## config.mk

```make
export PLATFORM = sky130hd
export DESIGN_NAME = css_framer
export DESIGN_NICKNAME = d
export VERILOG_FILES = /design/src/css_pkg.sv /design/src/css_parity.sv /design/src/css_framer.sv
export SDC_FILE = /design/constraint.sdc
export NUM_CORES = 2
export LEC_CHECK = 0
export BUFFER_PORTS_ARGS = -buffer_cell sky130_fd_sc_hd__buf_2
export CORE_AREA = 8 8 484 486
export DETAILED_ROUTE_END_ITERATION = 12
export DIE_AREA = 0 0 492 494
export PLACE_DENSITY = 0.41
export SLEW_MARGIN = 20
export SYNTH_ARGS = -nofsm -noshare
export SYNTH_HDL_FRONTEND = slang
export SYNTH_SLANG_ARGS = --single-unit
```

## constraint.sdc

```tcl
create_clock -name MCLK -period 42.1 [get_ports MCLK]
set_clock_uncertainty 0.1 [all_clocks]
set_input_delay 8.42 -clock MCLK [delete_from_list [all_inputs] [get_ports MCLK]]
set_output_delay 8.42 -clock MCLK [all_outputs]
set_load 0.005 [all_outputs]
```

## src/css_pkg.sv

```systemverilog
/*
  Shared constants and carrier types for the completion stream sideband framer.
  Assumes a 512-bit beat split into four 128-bit segments of four Dwords each.
*/
`default_nettype none
package css_pkg;
  localparam int DATA_W = 512;
  localparam int BYTES = DATA_W / 8;
  localparam int SEGS = 4;
  localparam int SEG_DW_W = 2;
  localparam int SB_W = 161;
  // Start lane codes for byte lanes 0, 16, 32 and 48
  localparam logic [1:0] LANE_0 = 2'h0;
  localparam logic [1:0] LANE_16 = 2'h1;
  localparam logic [1:0] LANE_32 = 2'h2;
  localparam logic [1:0] LANE_48 = 2'h3;
  localparam logic [3:0] FLAGS_NONE = 4'h0;
  localparam logic RST_ABORT = 1'b0;
  localparam logic RST_VALID = 1'b0;

  // Beat as it leaves the internal completion buffer
  typedef struct packed {
    logic [DATA_W-1:0] data;
    logic [BYTES-1:0] byte_en;
    logic [SEGS-1:0] start_seg;
    logic [SEGS-1:0] end_seg;
    logic [SEGS-1:0][SEG_DW_W-1:0] end_dw;
    logic end_has_payload;
    logic rd_err;
  } css_in_beat_t;

  // Sideband word, high field first; byte_en last, at bit 0
  typedef struct packed {
    logic [BYTES-1:0] parity;
    logic abort;
    logic [SEGS-1:0][3:0] end_offset;
    logic [SEGS-1:0] packet_end_flags;
    logic [SEGS-1:0][1:0] start_lane;
    logic [SEGS-1:0] packet_start_flags;
    logic [BYTES-1:0] byte_en;
  } css_sideband_t;
endpackage
`default_nettype wire

```

## src/css_parity.sv

```systemverilog
/*
  Per-byte odd parity over one data beat.
  Assumes a purely combinational use; the caller registers the result.
*/
`default_nettype none
module css_parity #(
  parameter int BYTES = 64
) (
  // Data in
  input wire logic [BYTES*8-1:0] data,
  // Parity out
  output logic [BYTES-1:0] parity
);
  genvar i;
  generate
    for (i = 0; i < BYTES; i++) begin : g_byte
      // Odd parity: set when the byte has an even count of ones
      assign parity[i] = ~(^data[i*8 +: 8]);
    end
  endgenerate
endmodule
`default_nettype wire

```

## src/css_framer.sv

```systemverilog
/*
  Completion stream sideband framer: registers one beat from the completion
  buffer and drives data, sideband and last-beat flag on a valid/ready stream.
  Assumes the buffer presents segment-aligned start/end marks and that the
  multi-packet option and endpoint mode are fixed at build time.
*/
// Summary of operation
// - First start lane coded 00,01,10,11
// - Single-packet mode: first start lane zero
// - Second start lane only 16, 32, 48
// - Third start lane only 32 or 48
// - Fourth start lane only lane 48
// - Single-packet mode: other lanes, offsets zero
// - End flags are thermometer code of endings
// - First ending packet offset in field zero
// - Later ending offsets in own fields
// - Single-packet mode marks end with last-beat
// - Abort on payload read error, last beat
// - No abort without payload; multi mode only with end bit0
// - Multi-packet mode: no new packet in an abort beat
// - Endpoint reports abort through error reporting
// - Parity bit i odd over byte i
// - Start flags thermometer; single mode bit0 only
// - Transfer on valid and ready; hold otherwise
`default_nettype none
module css_framer #(
  parameter bit MULTI_PKT_EN = 1'b1,
  parameter bit IS_ENDPOINT = 1'b1
) (
  // Clock and reset
  input wire logic MCLK,
  input wire logic RST_N,
  // Beat from completion buffer
  input wire logic IN_VALID,
  output logic IN_READY,
  input wire css_pkg::css_in_beat_t IN_BEAT,
  // Completion stream to user logic
  output logic COMPLETION_VALID,
  input wire logic COMPLETION_READY,
  output logic [css_pkg::DATA_W-1:0] COMPLETION_DATA,
  output css_pkg::css_sideband_t COMPLETION_SIDEBAND,
  output logic COMPLETION_LAST_BEAT,
  // Error reporting toward the link
  output logic AER_ABORT_REPORT
);
  import css_pkg::*;

  // Option is a parameter so it cannot move while packets are in flight
  initial begin
    if ($bits(css_sideband_t) != SB_W) begin
      $error("css_framer: sideband width mismatch");
    end
    if (SEGS != 4 || DATA_W != 512) begin
      $error("css_framer: only a 512-bit beat of four segments is served");
    end
  end

  typedef enum logic [1:0] {
    S_PASS = 2'b01,
    S_SPLIT = 2'b10
  } css_state_t;

  logic rst_sync1_q;
  logic rst_sync2_q;
  logic rst_n;
  css_state_t state_q;
  logic out_valid_q;
  logic [DATA_W-1:0] out_data_q;
  css_sideband_t out_sb_q;
  logic out_last_q;
  logic [SEGS-1:0] hold_flags_q;
  logic [SEGS-1:0][1:0] hold_lane_q;
  logic aer_q;
  logic [BYTES-1:0] in_parity;
  css_sideband_t frame_d;
  logic out_free;
  logic take;
  logic split_d;
  logic sent;

  // Reset is released through two flops
  always_ff @(posedge MCLK or negedge RST_N) begin
    if (!RST_N) begin
      rst_sync1_q <= 1'b0;
      rst_sync2_q <= 1'b0;
    end else begin
      rst_sync1_q <= 1'b1;
      rst_sync2_q <= rst_sync1_q;
    end
  end
  assign rst_n = rst_sync2_q;

  css_parity #(
    .BYTES(BYTES)
  ) u_parity (
    .data(IN_BEAT.data),
    .parity(in_parity)
  );

  function automatic logic [3:0] therm(input logic [2:0] n);
    therm = 4'((5'h01 << n) - 5'h01);
  endfunction

  // Compact segment marks into ordered fields
  always_comb begin
    logic [2:0] ns;
    logic [2:0] ne;
    ns = 3'h0;
    ne = 3'h0;
    frame_d = '0;
    frame_d.byte_en = IN_BEAT.byte_en;
    frame_d.parity = in_parity;
    if (MULTI_PKT_EN) begin
      for (int k = 0; k < SEGS; k++) begin
        if (IN_BEAT.start_seg[k]) begin
          // Slot n can only see segment n or later
          frame_d.start_lane[ns[1:0]] = 2'(k);
          ns = ns + 3'h1;
        end
        if (IN_BEAT.end_seg[k]) begin
          // Offset is segment in the top bits, Dword in the low
          frame_d.end_offset[ne[1:0]] = {2'(k), IN_BEAT.end_dw[k]};
          ne = ne + 3'h1;
        end
      end
      frame_d.packet_start_flags = therm(ns);
      frame_d.packet_end_flags = therm(ne);
    end else begin
      // Lanes, offsets and upper flags stay zero
      frame_d.packet_start_flags[0] = |IN_BEAT.start_seg;
    end
    // Abort only on a beat ending a packet that carries payload
    frame_d.abort = IN_BEAT.rd_err & IN_BEAT.end_has_payload & (|IN_BEAT.end_seg);
  end

  assign out_free = !out_valid_q || COMPLETION_READY;
  assign IN_READY = (state_q == S_PASS) && out_free;
  assign take = IN_VALID && IN_READY;
  // With the multi-packet option, starts riding with an abort are pushed into a second beat
  assign split_d = MULTI_PKT_EN && frame_d.abort && (frame_d.packet_start_flags != FLAGS_NONE);
  assign sent = out_valid_q && COMPLETION_READY;

  always_ff @(posedge MCLK or negedge rst_n) begin
    if (!rst_n) begin
      state_q <= S_PASS;
    end else begin
      case (state_q)
        S_PASS: begin
          if (take && split_d) begin
            state_q <= S_SPLIT;
          end
        end
        S_SPLIT: begin
          if (out_free) begin
            state_q <= S_PASS;
          end
        end
        default: begin
          state_q <= S_PASS;
        end
      endcase
    end
  end

  always_ff @(posedge MCLK or negedge rst_n) begin
    if (!rst_n) begin
      out_valid_q <= RST_VALID;
    end else if (take || (state_q == S_SPLIT && out_free)) begin
      out_valid_q <= 1'b1;
    end else if (sent) begin
      out_valid_q <= 1'b0;
    end
  end

  // Data and sideband hold while ready is low
  always_ff @(posedge MCLK or negedge rst_n) begin
    if (!rst_n) begin
      out_data_q <= '0;
      out_sb_q <= '0;
      out_last_q <= 1'b0;
    end else if (take) begin
      out_data_q <= IN_BEAT.data;
      out_sb_q <= frame_d;
      // Last-beat flag only without the multi-packet option
      out_last_q <= !MULTI_PKT_EN && (|IN_BEAT.end_seg);
      if (split_d) begin
        out_sb_q.packet_start_flags <= FLAGS_NONE;
        out_sb_q.start_lane <= '0;
      end
    end else if (state_q == S_SPLIT && out_free) begin
      // Same data resent; lanes ahead of the first start belong to no packet
      out_sb_q.packet_start_flags <= hold_flags_q;
      out_sb_q.start_lane <= hold_lane_q;
      out_sb_q.packet_end_flags <= FLAGS_NONE;
      out_sb_q.end_offset <= '0;
      out_sb_q.abort <= RST_ABORT;
    end
  end

  always_ff @(posedge MCLK or negedge rst_n) begin
    if (!rst_n) begin
      hold_flags_q <= FLAGS_NONE;
      hold_lane_q <= '0;
    end else if (take && split_d) begin
      hold_flags_q <= frame_d.packet_start_flags;
      hold_lane_q <= frame_d.start_lane;
    end
  end

  // Endpoint flags each delivered abort to the error reporting logic
  always_ff @(posedge MCLK or negedge rst_n) begin
    if (!rst_n) begin
      aer_q <= 1'b0;
    end else begin
      aer_q <= IS_ENDPOINT && sent && out_sb_q.abort;
    end
  end

  assign COMPLETION_VALID = out_valid_q;
  assign COMPLETION_DATA = out_data_q;
  assign COMPLETION_SIDEBAND = out_sb_q;
  assign COMPLETION_LAST_BEAT = out_last_q;
  assign AER_ABORT_REPORT = aer_q;
endmodule
`default_nettype wire

```

Word-level counts from Yosys, hierarchy flattened --
Cells that the tools add are included.
Operators by class: add/subtract/negate cells 8, $lt $le $gt $ge 12, equal/unequal tests 4, shift-type cells 2, multiplexer cells 38, bitwise logic cells 70, reduce and logical (&&, ||, !) cells 85
Operators with widths (number):
- 8-bit parity | 64
- 33-bit two-way mux | 2
- 1-bit NOT | 64
- 16-bit bitwise mux | 3
- 16-bit two-way mux | 3
- 4-bit demux with 2-bit select | 3
- 3-bit by 1-bit adder with 3-bit output (second input constant) | 6
- 2-bit by 3-bit < comparator with 1-bit output (second input constant) | 6
- 3-bit two-way mux | 6
- 8-bit two-way mux | 2
- 1-bit logical AND | 13
- 2-bit demux with 2-bit select | 3
- 2-bit by 1-bit >= comparator with 1-bit output (second input constant) | 6
- 12-bit two-way mux | 1
- 2-bit two-way mux | 6
- 4-bit two-way mux | 3
- 8-bit OR | 1
- 1-bit by 3-bit << shifter with 4-bit output (first input constant) | 2
- 4-bit by 1-bit subtractor with 4-bit output (second input constant) | 2
- 7-bit two-way mux | 1
- 4-bit bitwise AND | 1
- 1-bit two-way mux | 4
- 4-bit NOT | 1
- 4-bit OR | 1
- other kinds (12) | 15
Word-level totals: register bits after elaboration 691, input port bits 598, output and inout port bits 677, word-level logic and storage cells 243

Logic depth before layout (Yosys ltp) --
depth after elaboration 14, mapped depth 18, depth with buffers taken out 17

Cells and area by module --
A second synthesis with hierarchy kept.
Unflattened totals: cell total of the unflattened synthesis 3461, area total of the unflattened synthesis 30723.2 sq um
Modules (own cells, without submodules):
- css_framer | times used 1, cells each 3013, area each 26799.5 sq um, sequential area each 17292.8 sq um
- css_parity | times used 1, cells each 448, area each 3923.8 sq um, sequential area each 0.0 sq um

Least setup slack after synthesis --
OpenSTA, ideal clock, no wires.
kind input to output, start in COMPLETION_READY, end out IN_READY, data arrival time 8.703 ns, data required time 33.580 ns, slack 24.877 ns, stages 2, buffers on the path 0, cells stage by stage nor2b_1 nor3b_1
On the way: cells in the longest elaborated chain, start to end 2
RTL lines:
- from (decl) | RTL line css_framer.sv:39 | input wire logic COMPLETION_READY,
- 1-bit logical OR | RTL line css_framer.sv:136 | assign out_free = !out_valid_q || COMPLETION_READY;
- 1-bit logical AND | RTL line css_framer.sv:137 | assign IN_READY = (state_q == S_PASS) && out_free;
- to (decl) | RTL line css_framer.sv:35 | output logic IN_READY,
Every way passes these cells.

Worst setup path in the final report --
Ends and elaborated chain as after synthesis.

==> flow_summary.yaml <==
status:
  status: "complete, no violations"
logic_synthesis:
  syn-cell-area_um2: 30630
  syn-mean-instance-area_um2: 8.998
  synth-warning-count: 0
  synth_edf_count: 0
  ys_seq_area_share_pct: 56.46
  synth-async-reset-ratio_pct: 100.0
  synth_seq_cells: 691
  synth_cell_types: 58
  syn_nets: 4026
  syn-instance-count: 3404
  synthFlopType: "dfrtp_1"
critical_path:
  startpoint: "COMPLETION_READY"
  critical_path.cell_chain: "buf_2 > nor2b_1 > nor3b_1 > buf_2"
  crit_top_cell: "buf_2"
  start_kind: "primary input"
  r2r_cells: 5
  crit_arrival_ns: 9.54
  slowest_delay_ns: 0.62
  worstSetupPathType: "primary input to primary output"
  cp.required_ns: 33.58
  crit_path_end: "IN_READY"
  rrSetupSlack_ns: 37.49
  worstSetupEndpointType: "primary output"
  crit_slowest_cell: "nor3b_1"
  rr_startpoint: "rst_n$_DFF_PN0_"
  cp_max_fo: 5
  r2r-end: "COMPLETION_DATA[114]$_DFFE_PN0P_"
power_and_ir_drop:
  p_leak_nw: 22.45
  ir_worst_vdd_mv: 0.02684
  power_density_nw_per_um2: 51.81
  p_total_mw: 2.241
clock_network:
  numCtsBuffers: 88
  clk-insertion-delay-late_ns: 0.73
  hold_buffers: 0
  cts_resized: 0
  cts_max_path_buffers: 3
  cts-root-buf: "clkbuf_16"
  cts_tree: "yes"
  path_clk_slew_ns: 0.06
  clock-sinks: 691
  cts.htree.levels: 3
  cts_setup_buffers: 0
route:
  drc_errors: 0
  vias_per_cell: 3.646
  vias: 28217
  ant_nets: 0
  drtIter0Drc: 1886
  drt_wl_total_um: 189500
  drt-pass1-iter-count: 5
  route.detailed.wl_per_inst_um: 24.48
placed_design:
  port_buffers: 1273
  gp_congestion: 0.9059
  dp_hpwl_um: 158700
  place_worst_setup_slack_ns: 24.03
finish:
  final_net_count: 5256
  area_delta_synth_final_pct: 41.24
  layout-drive-gt1-share_pct: 30.70
sta:
  setup_ws_ns: 24.04
  rsz0062_at_grt: "false"
  maxSlewViolCount: 0
  hold_viol_final: 0
  slew_headroom_pct: 25.08
  fmax_mhz: 55.38
  setup_tns_ns: 0
  whs_ns: 0.2532
  finalSetupViolCount: 0
  worst_pin_slew_ns: 1.124
  period_minus_slack_ns: 18.06
  finalCritPeriodShare_pct: 42.89
run:
  cap_violations: 0
die:
  io_pins: 1275
  core_um2: 226400
  chipHeight_um: 494
  die_w_um: 492
  rows: 175
  dieArea_um2: 243000
  start_util_pct: 13.53
grt:
  grt_use_met2_pct: 24.64
  use_met3_pct: 7.594
  grt_antenna_before_repair: 144
  grt_start_max_net_pins: 178
  grt_pass1_wl_um: 253700
  busiest_layer: "met2"
  grt_usage_pct: 14.93
  grt_pass1_vias: 28780
  grt-ovfl-total: 0
  grt_util_met1_pct: 17.21
min_path:
  worst_hold_path_type: "register to async pin"
power breakdown:
part	total, mW	switching, mW	internal, mW	leakage (nW)
clock network	0.770	0.329	0.441	1.41
registers	0.880	0.0774	0.803	8.53
logic	0.592	0.370	0.222	12.5
total	2.24	0.776	1.47	22.4
cells in the mapped netlist, drive strengths merged (5+ instances only):
| cell | n | area (um^2) |
|---|---|---|
| dfrtp | 690 | 17270 |
| nor2b | 5 | 31.28 |
| o21ai | 92 | 471.7 |
| a22o | 5 | 43.79 |
| inv | 18 | 67.56 |
| buf | 94 | 479.2 |
| clkbuf | 64 | 241.5 |
| mux2i | 6 | 60.06 |
| a21oi | 16 | 83.83 |
| xor2 | 64 | 560.5 |
| ha | 22 | 275.3 |
| nand3 | 20 | 100.1 |
| nor2 | 18 | 67.56 |
| nand2 | 1825 | 6850 |
| nand2b | 8 | 50.05 |
| and2 | 5 | 31.28 |
| a31oi | 5 | 31.28 |
| xnor2 | 385 | 3372 |
layout by cell type (no fill, tap or decap), types with 5 or more instances in the layout:
| master | instances |
|---|---|
| a22o_1 | 5 |
| nand2_1 | 1825 |
| inv_1 | 18 |
| xor2_1 | 64 |
| nand2b_1 | 7 |
| nor2b_1 | 5 |
| dfrtp_1 | 689 |
| mux2i_1 | 6 |
| buf_4 | 21 |
| clkbuf_16 | 88 |
| xnor2_1 | 385 |
| a31oi_1 | 5 |
| ha_1 | 22 |
| clkbuf_1 | 25 |
| o21ai_0 | 90 |
| buf_2 | 1273 |
| nand3_1 | 20 |
| nor2_1 | 17 |
| clkbuf_8 | 20 |
| a21oi_1 | 15 |
| diode_2 | 31 |
| and2_1 | 5 |
| clkinv_2 | 12 |
worst max-delay path: cells and delay by family:
family | cells | cell delay (ns)
and+or+nand+nor | 2 | 0.73
buffers and inverters | 2 | 0.38
layout make-up:
type                    instances  area, um^2
repair buffers               1298        6609
inverters                      18       67.56
fillers                     25721      183100
diodes                         31       77.57
flip-flops and latches        691       17300
well taps                    3009        3765
clock buffers                 133        2571
multi-input cells            2537       12560
clock inverters                23       311.5
cell families after synthesis:
logic type	after synthesis	share of synthesized area (%)
AO/OA/AOI/OAI	152	3.015
XOR/XNOR	449	12.84
adder cells (fa/ha/maj)	24	1.029
buffers and inverters	176	2.574
flip-flops	691	56.46
multiplexers	10	0.3431
other	2	0.02452
AND/OR/NAND/NOR	1900	23.72
how the worst min path moves through the flow:
stage / startpoint / to
CTS: rst_sync1_q$_DFF_PN0_ / rst_n$_DFF_PN0_
floorplan: rst_sync1_q$_DFF_PN0_ / rst_n$_DFF_PN0_
detailed placement: rst_sync1_q$_DFF_PN0_ / rst_n$_DFF_PN0_
finish: rst_n$_DFF_PN0_ / COMPLETION_DATA[426]$_DFFE_PN0P_
global placement: rst_sync1_q$_DFF_PN0_ / rst_n$_DFF_PN0_
global route: rst_sync1_q$_DFF_PN0_ / rst_n$_DFF_PN0_
per-stage QoR:
step / utilization [%] / instance area, um^2 / cells
after floorplan: - / 30630 / 3404
after global placement: 17.80 / 40300 / 7553
after detailed placement: 17.80 / 40300 / 7553
after CTS: 19.07 / 43180 / 7709
after global routing: 19.08 / 43200 / 7715
final: 19.11 / 43260 / 7740
per-layer routing:
layer,vias up,part of all wire (%)
li1,12954,-
met5,-,0.25
met4,76,2.5
met2,1278,46
met1,13589,38
met3,320,13
registers in the layout, indices dropped and copies added, names as in the netlist:
name	flops
hold_lane_q	8
rst_n	1
AER_ABORT_REPORT	1
hold_flags_q	4
state_q	2
COMPLETION_SIDEBAND	161
COMPLETION_VALID	1
rst_sync1_q	1
COMPLETION_DATA	512
(Power assumes the default switching activity.)
